===== config.mk =====
export PLATFORM = sky130hd
export DESIGN_NAME = output_polarity_sync_alarm_ctrl
export DESIGN_NICKNAME = d
export VERILOG_FILES = /design/src/pkg/pol_sync_alarm_pkg.sv /design/src/design/output_polarity_sync_alarm_ctrl.sv /design/src/design/sync_pulse_gen.sv /design/src/design/alarm_flags.sv
export SDC_FILE = /design/constraint.sdc
export NUM_CORES = 1
export LEC_CHECK = 0
export ABC_AREA = 1
export BUFFER_PORTS_ARGS = -buffer_cell sky130_fd_sc_hd__buf_2
export CORE_UTILIZATION = 24
export CTS_CLUSTER_DIAMETER = 50
export DETAILED_ROUTE_END_ITERATION = 10
export SKIP_CTS_REPAIR_TIMING = 1
export SLEW_MARGIN = 0
export SYNTH_ARGS = -nofsm -noshare
export SYNTH_HDL_FRONTEND = slang
export SYNTH_SLANG_ARGS = --single-unit

===== constraint.sdc =====
create_clock -name mclk -period 1.3 [get_ports mclk]
set_input_delay 0.065 -clock mclk [delete_from_list [all_inputs] [get_ports mclk]]
set_output_delay 0.065 -clock mclk [all_outputs]
set_load 0.05 [all_outputs]

===== src/pkg/pol_sync_alarm_pkg.sv =====
// What this block does
// - Channel A polarity bit inverts converter A code.
// - Channel B polarity bit inverts converter B code.
// - Software sync mode routes sync bit as chip sync.
// - Pulse only on sync bit rising edge.
// - Software sync mode active only while enabled.
// - Two-apart enable lets near pointers raise alarm.
// - One-apart enable lets adjacent pointers raise alarm.
// - Collision enable lets pointer collision raise alarm.
// - Collision shutdown turns outputs off on collision, only while collision enable is also set.
//
// Purpose: Shared constants for the polarity, sync and alarm control block.
// Assumes: A 32-bit APB register bus, one word per register.
// Notes:   Only the lower control bits of the control word live here.

`default_nettype none

package pol_sync_alarm_pkg;

	// ------------------------------------------------------------
	// Widths
	// ------------------------------------------------------------
	localparam int CODE_W = 14;  // Converter sample code width.
	localparam int ADDR_W = 8;   // Decoded APB address width.
	localparam int CTRL_W = 16;  // Control word width.
	localparam int ALM_W  = 3;   // Number of alarm kinds.

	// ------------------------------------------------------------
	// Register byte offsets
	// ------------------------------------------------------------
	localparam logic [ADDR_W-1:0] OFF_CONTROL = 8'h00;  // Control word.
	localparam logic [ADDR_W-1:0] OFF_STATUS  = 8'h04;  // Sticky alarm flags.
	localparam logic [ADDR_W-1:0] OFF_MASK    = 8'h08;  // Interrupt mask.

	// ------------------------------------------------------------
	// Control word fields
	// ------------------------------------------------------------
	localparam int BIT_COLL_SHUT = 9;  // Collision shuts outputs off.
	localparam int BIT_POL_A     = 7;  // Invert channel A code.
	localparam int BIT_POL_B     = 6;  // Invert channel B code.
	localparam int BIT_SW_SYNC   = 5;  // Software sync level.
	localparam int BIT_SW_SYNCEN = 4;  // Software sync mode enable.
	localparam int BIT_TWO_EN    = 3;  // Two-apart alarm enable.
	localparam int BIT_ONE_EN    = 2;  // One-apart alarm enable.
	localparam int BIT_COLL_EN   = 1;  // Collision alarm enable.

	localparam logic [CTRL_W-1:0] CTRL_RESET = 16'h000E;  // Alarms enabled.
	localparam logic [CTRL_W-1:0] CTRL_WMASK = 16'h02FE;  // Writable bits.

	// ------------------------------------------------------------
	// Alarm flag positions in status and mask
	// ------------------------------------------------------------
	localparam int ALM_COLL = 0;  // Collision.
	localparam int ALM_ONE  = 1;  // One apart.
	localparam int ALM_TWO  = 2;  // Two apart.

	localparam logic [ALM_W-1:0] MASK_RESET = 3'h0;  // All masked off.

endpackage

`default_nettype wire


===== src/design/output_polarity_sync_alarm_ctrl.sv =====
// Purpose: Control word for output polarity, software sync and pointer
//          alarms, with sticky alarm flags and an interrupt, over APB.
// Assumes: APB master per the protocol; all inputs synchronous to mclk.
// Notes:   Zero wait states; unmapped addresses answer with pslverr.

`default_nettype none

module output_polarity_sync_alarm_ctrl
	import pol_sync_alarm_pkg::*;
(
	input  wire logic              mclk,           // Block clock, 25 MHz.
	input  wire logic              rst_n,          // Synchronous reset, active low.
	input  wire logic              psel,           // APB select.
	input  wire logic              penable,        // APB access phase.
	input  wire logic              pwrite,         // APB direction, high for write.
	input  wire logic [ADDR_W-1:0] paddr,          // APB byte address.
	input  wire logic [31:0]       pwdata,         // APB write data.
	input  wire logic [3:0]        pstrb,          // APB byte strobes.
	output logic      [31:0]       prdata,         // APB read data.
	output logic                   pready,         // APB ready.
	output logic                   pslverr,        // APB error.
	input  wire logic [CODE_W-1:0] dac_a_code_in,  // Sample code for converter A.
	input  wire logic [CODE_W-1:0] dac_b_code_in,  // Sample code for converter B.
	output logic      [CODE_W-1:0] dac_a_code,     // Code sent to converter A.
	output logic      [CODE_W-1:0] dac_b_code,     // Code sent to converter B.
	input  wire logic              ext_sync_in,    // External sync input.
	output logic                   chip_sync,      // Chip-wide sync.
	output logic                   sync_pulse,     // Software sync pulse.
	input  wire logic              ptr_two_apart,  // Pointers within two.
	input  wire logic              ptr_one_apart,  // Pointers within one.
	input  wire logic              ptr_collision,  // Pointers collide.
	output logic      [ALM_W-1:0]  alarm_en,       // Alarm enables to the buffer.
	output logic                   output_off,     // Converter outputs off.
	output logic                   irq             // Interrupt, active high.
);

	// ------------------------------------------------------------
	// Helpers
	// ------------------------------------------------------------

	// Expands byte strobes into a 32-bit bit mask.
	function automatic logic [31:0] lane_mask(input logic [3:0] strb);
		logic [31:0] m;
		m = '0;
		for (int i = 0; i < 4; i++)
		begin
			m[i*8 +: 8] = {8{strb[i]}};
		end
		return m;
	endfunction

	// ------------------------------------------------------------
	// Bus decode
	// ------------------------------------------------------------

	logic        wr_acc;     // Write access phase.
	logic        setup;      // Setup phase of any transfer.
	logic        hit_ctrl;   // Address selects the control word.
	logic        hit_stat;   // Address selects the status flags.
	logic        hit_mask;   // Address selects the mask.
	logic        mapped;     // Address selects any register.
	logic [31:0] wmask;      // Strobe-qualified write bits.

	// The slave never inserts wait states.
	assign pready   = 1'b1;
	assign setup    = psel & ~penable;
	assign wr_acc   = psel & penable & pwrite;
	assign hit_ctrl = (paddr == OFF_CONTROL);
	assign hit_stat = (paddr == OFF_STATUS);
	assign hit_mask = (paddr == OFF_MASK);
	assign mapped   = hit_ctrl | hit_stat | hit_mask;
	assign wmask    = lane_mask(pstrb);

	// ------------------------------------------------------------
	// Control and mask registers
	// ------------------------------------------------------------

	logic [CTRL_W-1:0] ctrl;       // Control word.
	logic [CTRL_W-1:0] next_ctrl;  // Next control word.
	logic [ALM_W-1:0]  mask;       // Interrupt mask.
	logic [ALM_W-1:0]  next_mask;  // Next mask.
	logic [ALM_W-1:0]  stat_clr;   // Write-one-to-clear strobes.

	// Writes land only in the access phase and only on writable bits.
	always_comb
	begin
		next_ctrl = ctrl;
		next_mask = mask;
		stat_clr  = '0;
		if (wr_acc && hit_ctrl)
		begin
			next_ctrl = (ctrl & ~(CTRL_WMASK & wmask[CTRL_W-1:0]))
				| (pwdata[CTRL_W-1:0] & CTRL_WMASK & wmask[CTRL_W-1:0]);
		end
		if (wr_acc && hit_mask)
		begin
			next_mask = (mask & ~wmask[ALM_W-1:0])
				| (pwdata[ALM_W-1:0] & wmask[ALM_W-1:0]);
		end
		if (wr_acc && hit_stat)
		begin
			stat_clr = pwdata[ALM_W-1:0] & wmask[ALM_W-1:0];
		end
	end

	// Register control state.
	always_ff @(posedge mclk)
	begin
		if (!rst_n)
		begin
			ctrl <= CTRL_RESET;
			mask <= MASK_RESET;
		end
		else
		begin
			ctrl <= next_ctrl;
			mask <= next_mask;
		end
	end

	// ------------------------------------------------------------
	// Alarm flags and interrupt
	// ------------------------------------------------------------

	logic [ALM_W-1:0] alarm_cond;    // Raw pointer conditions.
	logic [ALM_W-1:0] alarm_set;     // Conditions gated by their enables.
	logic [ALM_W-1:0] alarm_status;  // Sticky flags.

	// Only an enabled condition may set its flag. The live control bits gate it,
	// not the published copy, so a cleared enable blocks the very next cycle.
	always_comb
	begin
		alarm_cond           = '0;
		alarm_cond[ALM_TWO]  = ptr_two_apart;
		alarm_cond[ALM_ONE]  = ptr_one_apart;
		alarm_cond[ALM_COLL] = ptr_collision;
		alarm_set            = '0;
		alarm_set[ALM_TWO]   = alarm_cond[ALM_TWO] & ctrl[BIT_TWO_EN];
		alarm_set[ALM_ONE]   = alarm_cond[ALM_ONE] & ctrl[BIT_ONE_EN];
		alarm_set[ALM_COLL]  = alarm_cond[ALM_COLL] & ctrl[BIT_COLL_EN];
	end

	alarm_flags #(
		.N (ALM_W)
	) u_flags (
		.mclk   (mclk),
		.rst_n  (rst_n),
		.set_in (alarm_set),
		.clr_in (stat_clr),
		.flags  (alarm_status)
	);

	// Level interrupt while any unmasked flag is set.
	assign irq = |(alarm_status & mask);

	// ------------------------------------------------------------
	// Software sync
	// ------------------------------------------------------------

	sync_pulse_gen u_sync (
		.mclk        (mclk),
		.rst_n       (rst_n),
		.sw_sync_bit (ctrl[BIT_SW_SYNC]),
		.sw_mode_en  (ctrl[BIT_SW_SYNCEN]),
		.ext_sync    (ext_sync_in),
		.sync_pulse  (sync_pulse),
		.chip_sync   (chip_sync)
	);

	// ------------------------------------------------------------
	// Datapath: polarity, enables and shutdown
	// ------------------------------------------------------------

	logic [CODE_W-1:0] next_a_code;    // Next converter A code.
	logic [CODE_W-1:0] next_b_code;    // Next converter B code.
	logic [ALM_W-1:0]  next_alarm_en;  // Next alarm enables.
	logic              next_off;       // Next shutdown level.

	// Invert codes per channel, publish enables, compute shutdown.
	always_comb
	begin
		next_a_code = dac_a_code_in ^ {CODE_W{ctrl[BIT_POL_A]}};
		next_b_code = dac_b_code_in ^ {CODE_W{ctrl[BIT_POL_B]}};
		next_alarm_en           = '0;
		next_alarm_en[ALM_TWO]  = ctrl[BIT_TWO_EN];
		next_alarm_en[ALM_ONE]  = ctrl[BIT_ONE_EN];
		next_alarm_en[ALM_COLL] = ctrl[BIT_COLL_EN];
		// Shutdown needs both the alarm and the shutdown enabled.
		next_off = ptr_collision & ctrl[BIT_COLL_EN] & ctrl[BIT_COLL_SHUT];
	end

	// Register datapath outputs.
	always_ff @(posedge mclk)
	begin
		if (!rst_n)
		begin
			dac_a_code <= '0;
			dac_b_code <= '0;
			alarm_en   <= '0;
			output_off <= 1'b0;
		end
		else
		begin
			dac_a_code <= next_a_code;
			dac_b_code <= next_b_code;
			alarm_en   <= next_alarm_en;
			output_off <= next_off;
		end
	end

	// ------------------------------------------------------------
	// Read path
	// ------------------------------------------------------------

	logic [31:0] next_prdata;   // Read data captured in setup.
	logic        next_pslverr;  // Error captured in setup.

	// Capture the answer in the setup phase so it is a flop in access.
	always_comb
	begin
		next_prdata  = prdata;
		next_pslverr = pslverr;
		if (setup)
		begin
			next_prdata  = '0;
			next_pslverr = ~mapped;
			if (!pwrite)
			begin
				case (1'b1)
					hit_ctrl: next_prdata[CTRL_W-1:0] = ctrl;
					hit_stat: next_prdata[ALM_W-1:0]  = alarm_status;
					hit_mask: next_prdata[ALM_W-1:0]  = mask;
					default:  next_prdata             = '0;
				endcase
			end
		end
	end

	// Register the read answer.
	always_ff @(posedge mclk)
	begin
		if (!rst_n)
		begin
			prdata  <= '0;
			pslverr <= 1'b0;
		end
		else
		begin
			prdata  <= next_prdata;
			pslverr <= next_pslverr;
		end
	end

	// ------------------------------------------------------------
	// Checks
	// ------------------------------------------------------------

	logic [CODE_W-1:0] exp_a;  // Expected A code one cycle later.
	logic [CODE_W-1:0] exp_b;  // Expected B code one cycle later.
	logic              mode;   // Software sync mode enable.
	logic              swbit;  // Software sync bit.

	assign exp_a = dac_a_code_in ^ {CODE_W{ctrl[BIT_POL_A]}};
	assign exp_b = dac_b_code_in ^ {CODE_W{ctrl[BIT_POL_B]}};
	assign mode  = ctrl[BIT_SW_SYNCEN];
	assign swbit = ctrl[BIT_SW_SYNC];
endmodule

`default_nettype wire


===== src/design/sync_pulse_gen.sv =====
// Purpose: Builds the software sync pulse and selects the chip sync.
// Assumes: All inputs are synchronous to mclk.
// Notes:   Only a rising edge of the software bit makes a pulse.

`default_nettype none

module sync_pulse_gen
	import pol_sync_alarm_pkg::*;
(
	input  wire logic mclk,         // Block clock.
	input  wire logic rst_n,        // Synchronous reset, active low.
	input  wire logic sw_sync_bit,  // Software sync level from control word.
	input  wire logic sw_mode_en,   // Software sync mode enable.
	input  wire logic ext_sync,     // External sync input.
	output logic      sync_pulse,   // One-cycle software sync pulse.
	output logic      chip_sync     // Chip-wide sync signal.
);

	logic prev_bit;         // Software bit one cycle ago.
	logic next_prev_bit;    // Next value of prev_bit.
	logic next_sync_pulse;  // Next value of sync_pulse.
	logic next_chip_sync;   // Next value of chip_sync.

	// Edge detect and source selection.
	always_comb
	begin
		next_prev_bit   = sw_sync_bit;
		next_sync_pulse = sw_sync_bit & ~prev_bit;
		if (sw_mode_en)
		begin
			// Mode on: the pulse replaces the external sync.
			next_chip_sync = next_sync_pulse;
		end
		else
		begin
			next_chip_sync = ext_sync;
		end
	end

	// Register the edge detector and outputs.
	always_ff @(posedge mclk)
	begin
		if (!rst_n)
		begin
			prev_bit   <= 1'b0;
			sync_pulse <= 1'b0;
			chip_sync  <= 1'b0;
		end
		else
		begin
			prev_bit   <= next_prev_bit;
			sync_pulse <= next_sync_pulse;
			chip_sync  <= next_chip_sync;
		end
	end

endmodule

`default_nettype wire


===== src/design/alarm_flags.sv =====
// Purpose: Sticky alarm flags set by enabled conditions, cleared by software.
// Assumes: Conditions and clears are synchronous to mclk.
// Notes:   A set in the same cycle as a clear wins.

`default_nettype none

module alarm_flags
	import pol_sync_alarm_pkg::*;
#(
	parameter int N = ALM_W  // Number of flags.
)
(
	input  wire logic         mclk,    // Block clock.
	input  wire logic         rst_n,   // Synchronous reset, active low.
	input  wire logic [N-1:0] set_in,  // Enabled conditions this cycle.
	input  wire logic [N-1:0] clr_in,  // Write-one-to-clear strobes.
	output logic      [N-1:0] flags    // Sticky flags.
);

	logic [N-1:0] next_flags;  // Next value of flags.

	// Clear first, then set, so a new event is never lost.
	always_comb
	begin
		next_flags = (flags & ~clr_in) | set_in;
	end

	// Register the flags.
	always_ff @(posedge mclk)
	begin
		if (!rst_n)
		begin
			flags <= '0;
		end
		else
		begin
			flags <= next_flags;
		end
	end

endmodule

`default_nettype wire


== After elaboration in Yosys (flattened, before gate mapping) ==
Index checks and enable logic that the tools add are counted.

* Bits in registers: 90
* Input bits: 81
* Output and inout bits: 69
* Logic and storage cells: 53

* Eq/ne operators: 2
* Muxes and demuxes: 7
* Bitwise operators: 27
* Reductions and logical operators: 5

{| class="wikitable"
|+ Operator list
! kind !! number
|-
| $xor 14x14->14 || 2
|-
| $and 10x16->16 || 1
|-
| $and 16x16->16 || 1
|-
| $mux 16 || 1
|-
| $not 10->16 || 1
|-
| $or 16x16->16 || 1
|-
| $mux 13 || 1
|-
| $and 3x3->3 || 4
|-
| $mux 3 || 4
|-
| $and 1x1->1 || 8
|-
| $eq 8x3->1 const B || 1
|-
| $eq 8x4->1 const B || 1
|-
| $logic_not 8->1 || 1
|-
| $not 3->3 || 2
|-
| $or 3x3->3 || 2
|-
| $logic_and 1x1->1 || 3
|-
| $not 1->1 || 3
|-
| $reduce_or 3->1 || 1
|-
| $or 1x1->1 || 2
|-
| $mux 1 || 1
|}

== Logic depth before layout (Yosys ltp) ==
* Depth after elaboration: 7
* Gate-level depth with buffers: 8
* Mapped depth without buffers: 8

== Modules after synthesis ==
A second synthesis with hierarchy kept.

* Cell total of the unflattened synthesis: 308
* Area total of the unflattened synthesis: 2492.4 µm²

{| class="wikitable"
|+ By module, submodules not included
! module !! instances !! cells each !! area an instance (µm²) !! seq. area each (µm²)
|-
| output_polarity_sync_alarm_ctrl || 1 || 281 || 2283.4 || 1061.0
|-
| alarm_flags || 1 || 16 || 112.6 || 60.1
|-
| sync_pulse_gen || 1 || 11 || 96.3 || 60.1
|}

== Worst setup path after synthesis ==
OpenSTA, ideal clock, no wires.

* Path type: register to register
* Start point: register (tool-made name)
* End point: register dac_b_code[11]
* Library setup time: 128 ps
* Data arrival time: 836 ps
* Required time: 1172 ps
* Path slack: 337 ps
* Cell stages (with the launch flop): 5
* Buffers on the path: 2
* Clock period less this slack: 963 ps
* Path through: dfxtp_1 > buf_2 > buf_4 > xnor2_1 > nor2_1

{| class="wikitable"
|+ RTL lines
! element !! RTL line !! RTL
|-
| end signal, assigned || output_polarity_sync_alarm_ctrl.sv:205 || <nowiki>dac_b_code <= next_b_code;</nowiki>
|-
| end, declared || output_polarity_sync_alarm_ctrl.sv:25 || <nowiki>output logic [CODE_W-1:0] dac_b_code,</nowiki>
|}

== Final worst setup path ==
* Start point: register u_flags.flags[1]
* End point: output irq

* Cells in the longest elaborated chain, start to end: 2

{| class="wikitable"
|+ Ends and longest elaborated chain
! element !! RTL line !! RTL
|-
| start, declared || alarm_flags.sv:17 || <nowiki>output logic [N-1:0] flags</nowiki>
|-
| start signal, assigned || alarm_flags.sv:37 || <nowiki>flags <= next_flags;</nowiki>
|-
| $and 3x3->3 || output_polarity_sync_alarm_ctrl.sv:154 || <nowiki>assign irq = |(alarm_status & mask);</nowiki>
|-
| $reduce_or 3->1 || output_polarity_sync_alarm_ctrl.sv:154 ||
|-
| end, declared || output_polarity_sync_alarm_ctrl.sv:34 || <nowiki>output logic irq</nowiki>
|}

Every way passes these cells.

==> run_results.csv <==
group,metric,value,unit
synthesis,yosysTopAreaCellShare,0.477,
finish,final_nets,508,
place,dp_cells,518,
timing,final_hold_viol_count,2,
finish,drive_gt1_frac,0.321,
floorplanning,num_io_pins,150,
pwr,leakage,1.74,nW
floorplanning,rows,36,
clock_tree,cts_tree,"done",
finish,fillers,1025,
place,io_buffers,100,
worst_setup_path,rr_worst_depth,3,
clock_tree,cts.sinks,59,
flow_run,drv_cap,0,
grt,grt_usage,0.106,
finish,seqCellArea,1180,µm²
min_path,whs_path_depth,3,
pwr,peakVddDrop,0.437,mV
timing,maxSlewViolCount,0,
worst_setup_path,reg2reg_to,"dac_a_code[7]$_SDFF_PN0_",
floorplanning,dieHeight,104,µm
clock_tree,htreeDepth,3,
synthesis,ys_ff_latch,59,
worst_setup_path,arrival,1.11,ns
routing,vias,2211,
clock_tree,cts_buffers,9,
grt,gr-total-overflow,0,
synthesis,synthesis.area,2480,µm²
grt,antenna_found_initial,0,
min_path,hp-class,"in -> reg",
synthesis,synth.area.top_cells,"dfxtp_1 (48%), xnor2_1 (9.9%), buf_4 (7.9%)",
routing,vias_per_cell,3.93,
finish,multi_input_area,1050,µm²
grt,grt_max_degree,23,
worst_setup_path,crit_buf_inv,1,
synthesis,seq_area_frac_synth,0.477,
worst_setup_path,path_class,"reg -> out",
routing,drtPass1Iterations,5,
timing,clock_skew,0.00519,ns
worst_setup_path,cp-end-kind,"primary output",
synthesis,syn_inst,291,
run_status,status,"finished with violations",
floorplanning,start_util,0.251,
worst_setup_path,cp_slowest_cell,"dfxtp_1",
timing,finalCriticalPeriod,1.18,ns
place,place_ws,0.157,ns
timing,setup_slack,0.122,ns
place,hpwlAfterDp,4290,µm
synthesis,synth_top_area_cell,"dfxtp_1",
worst_setup_path,start_kind,"flop",
finish,antenna_cells,0,
routing,drt_iter0_drc,114,
finish,stdcell_count,563,
timing,setup_viol,0,
pwr,power,4.05,mW
clock_tree,cts_buffer_depth,2,
routing,wire_per_inst,10.5,µm
worst_setup_path,crit_fanout,3,
min_path,hold_start,"dac_a_code_in[13]",
worst_setup_path,ff2ff_setup_slack,0.37,ns
grt,grt_pass1_wl,8770,µm
synthesis,avgSynthCellArea,8.51,µm²
worst_setup_path,crit_chain,"nand2_1 -> nand3_1 -> buf_2",
grt,grt_pass1_vias,1851,
routing,antenna_left,0,
clock_tree,path_clk_slew,0.06,ns
floorplanning,dieArea,10700,µm²
worst_setup_path,required,1.24,ns
timing,fin_setup_tns,0,ns
clock_tree,insertion_delay,0.32,ns
routing,route.detailed.drc,0,
timing,fin_hold_ws,-0.0225,ns
floorplanning,die_x,104,µm
synthesis,synthDistinctLibCells,27,
worst_setup_path,crit_family,"flip-flops",
pwr,p_per_area,1150,nW/µm²
timing,period_share,0.906,
run_status,failed_checks,"negative hold slack",
timing,fmax,849,MHz
finish,area_growth,41.8,%
timing,rsz0062_at_grt,"false",
min_path,hold_path_end,"dac_a_code[13]$_SDFF_PN0_",
worst_setup_path,critical-path-max-stage-delay,0.37,ns
synthesis,synth_warnings,0,
clock_tree,root_buffer,"clkbuf_8",
routing,wirelength,5890,µm
place,gp_congestion,0.760,
floorplanning,core_area,9860,µm²
worst max path at each step:
stage	start	to	slack [ns]	depth (start not counted)
final	u_flags.flags[1]$_SDFF_PN0_	irq	0.12	3
after global routing	u_flags.flags[1]$_SDFF_PN0_	irq	0.04	3
after CTS	u_flags.flags[1]$_SDFF_PN0_	irq	0.11	3
after detailed placement	paddr[7]	flop	0.16	8
after global placement	paddr[7]	flop	0.16	8
after floorplan	flop	dac_b_code[11]$_SDFF_PN0_	0.34	4
kinds of logic after synthesis:
logic type                count (synthesis)  share of synthesized area
xor gates and xnor gates                 28                     0.0990
DFF                                      59                      0.477
and+or+nand+nor                         111                      0.205
buffers and inverters                    59                      0.133
AOI/OAI and AO/OA                        32                     0.0824
other                                     2                    0.00303
synth_stat cells:
cell      count
dfxtp_1      59
nor2_1       42
nand2_1      37
xnor2_1      28
buf_4        26
inv_1        22
nand3_1      21
a21oi_1      14
o21ai_0       8
o21ai_2       4
buf_2         3
clkbuf_1      3
nor2_2        3
nor2_4        3
clkinv_1      2
conb_1        2
nand2_4       2
o211ai_1      2
o211ai_2      2
a21oi_2       1
buf_1         1
buf_6         1
inv_2         1
nand2_2       1
nor2_8        1
nor3_1        1
o211a_1       1
per-layer routing:
| layer | share of wire | routed length [µm] | global-route usage |
|---|---|---|---|
| met4 | 0.013 | 78 | 0.0476 |
| met5 | 0 | 0 | 0 |
| met3 | 0.083 | 487 | 0.0478 |
| met1 | 0.43 | 2530 | 0.127 |
| met2 | 0.47 | 2800 | 0.162 |
cell type report:
cell class | count | share of cell area
flip-flops and latches | 59 | 0.336
clock buffers | 11 | 0.0431
repair buffers | 137 | 0.244
multi-input cells | 195 | 0.298
inverters | 25 | 0.0267
well taps | 133 | 0.0474
clock inverters | 3 | 0.00428
cell usage in the layout (no fill, tap or decap), types with 8 or more instances in the layout:
cell type / count
dlygate4sd3_1: 31
inv_1: 22
nand2_1: 37
buf_2: 100
xnor2_1: 28
a21oi_1: 14
clkbuf_8: 11
conb_1: 24
nand3_1: 21
nor2_1: 42
dfxtp_1: 59
o21ai_0: 8
per-stage QoR:
stage	area, µm²	utilization
4_1_cts	3200	0.324
3_5_place_dp	3030	0.308
5_1_grt	3510	0.356
3_3_place_gp	3030	0.308
6_report	3510	0.356
2_1_floorplan	2560	-
report_power, final:
| group | internal (mW) | switching (mW) | total (mW) |
|---|---|---|---|
| Combinational | 0.226 | 0.514 | 0.739 |
| Sequential | 1.87 | 0.0227 | 1.90 |
| Clock | 0.763 | 0.648 | 1.41 |
worst min-delay path: cells and delay by family:
kind,cells,cell delay [ns]
XOR/XNOR,1,0.05
buffers and inverters,1,0.08
AND/OR/NAND/NOR,1,0.07
No activity file was read; power rests on OpenSTA's default activity.
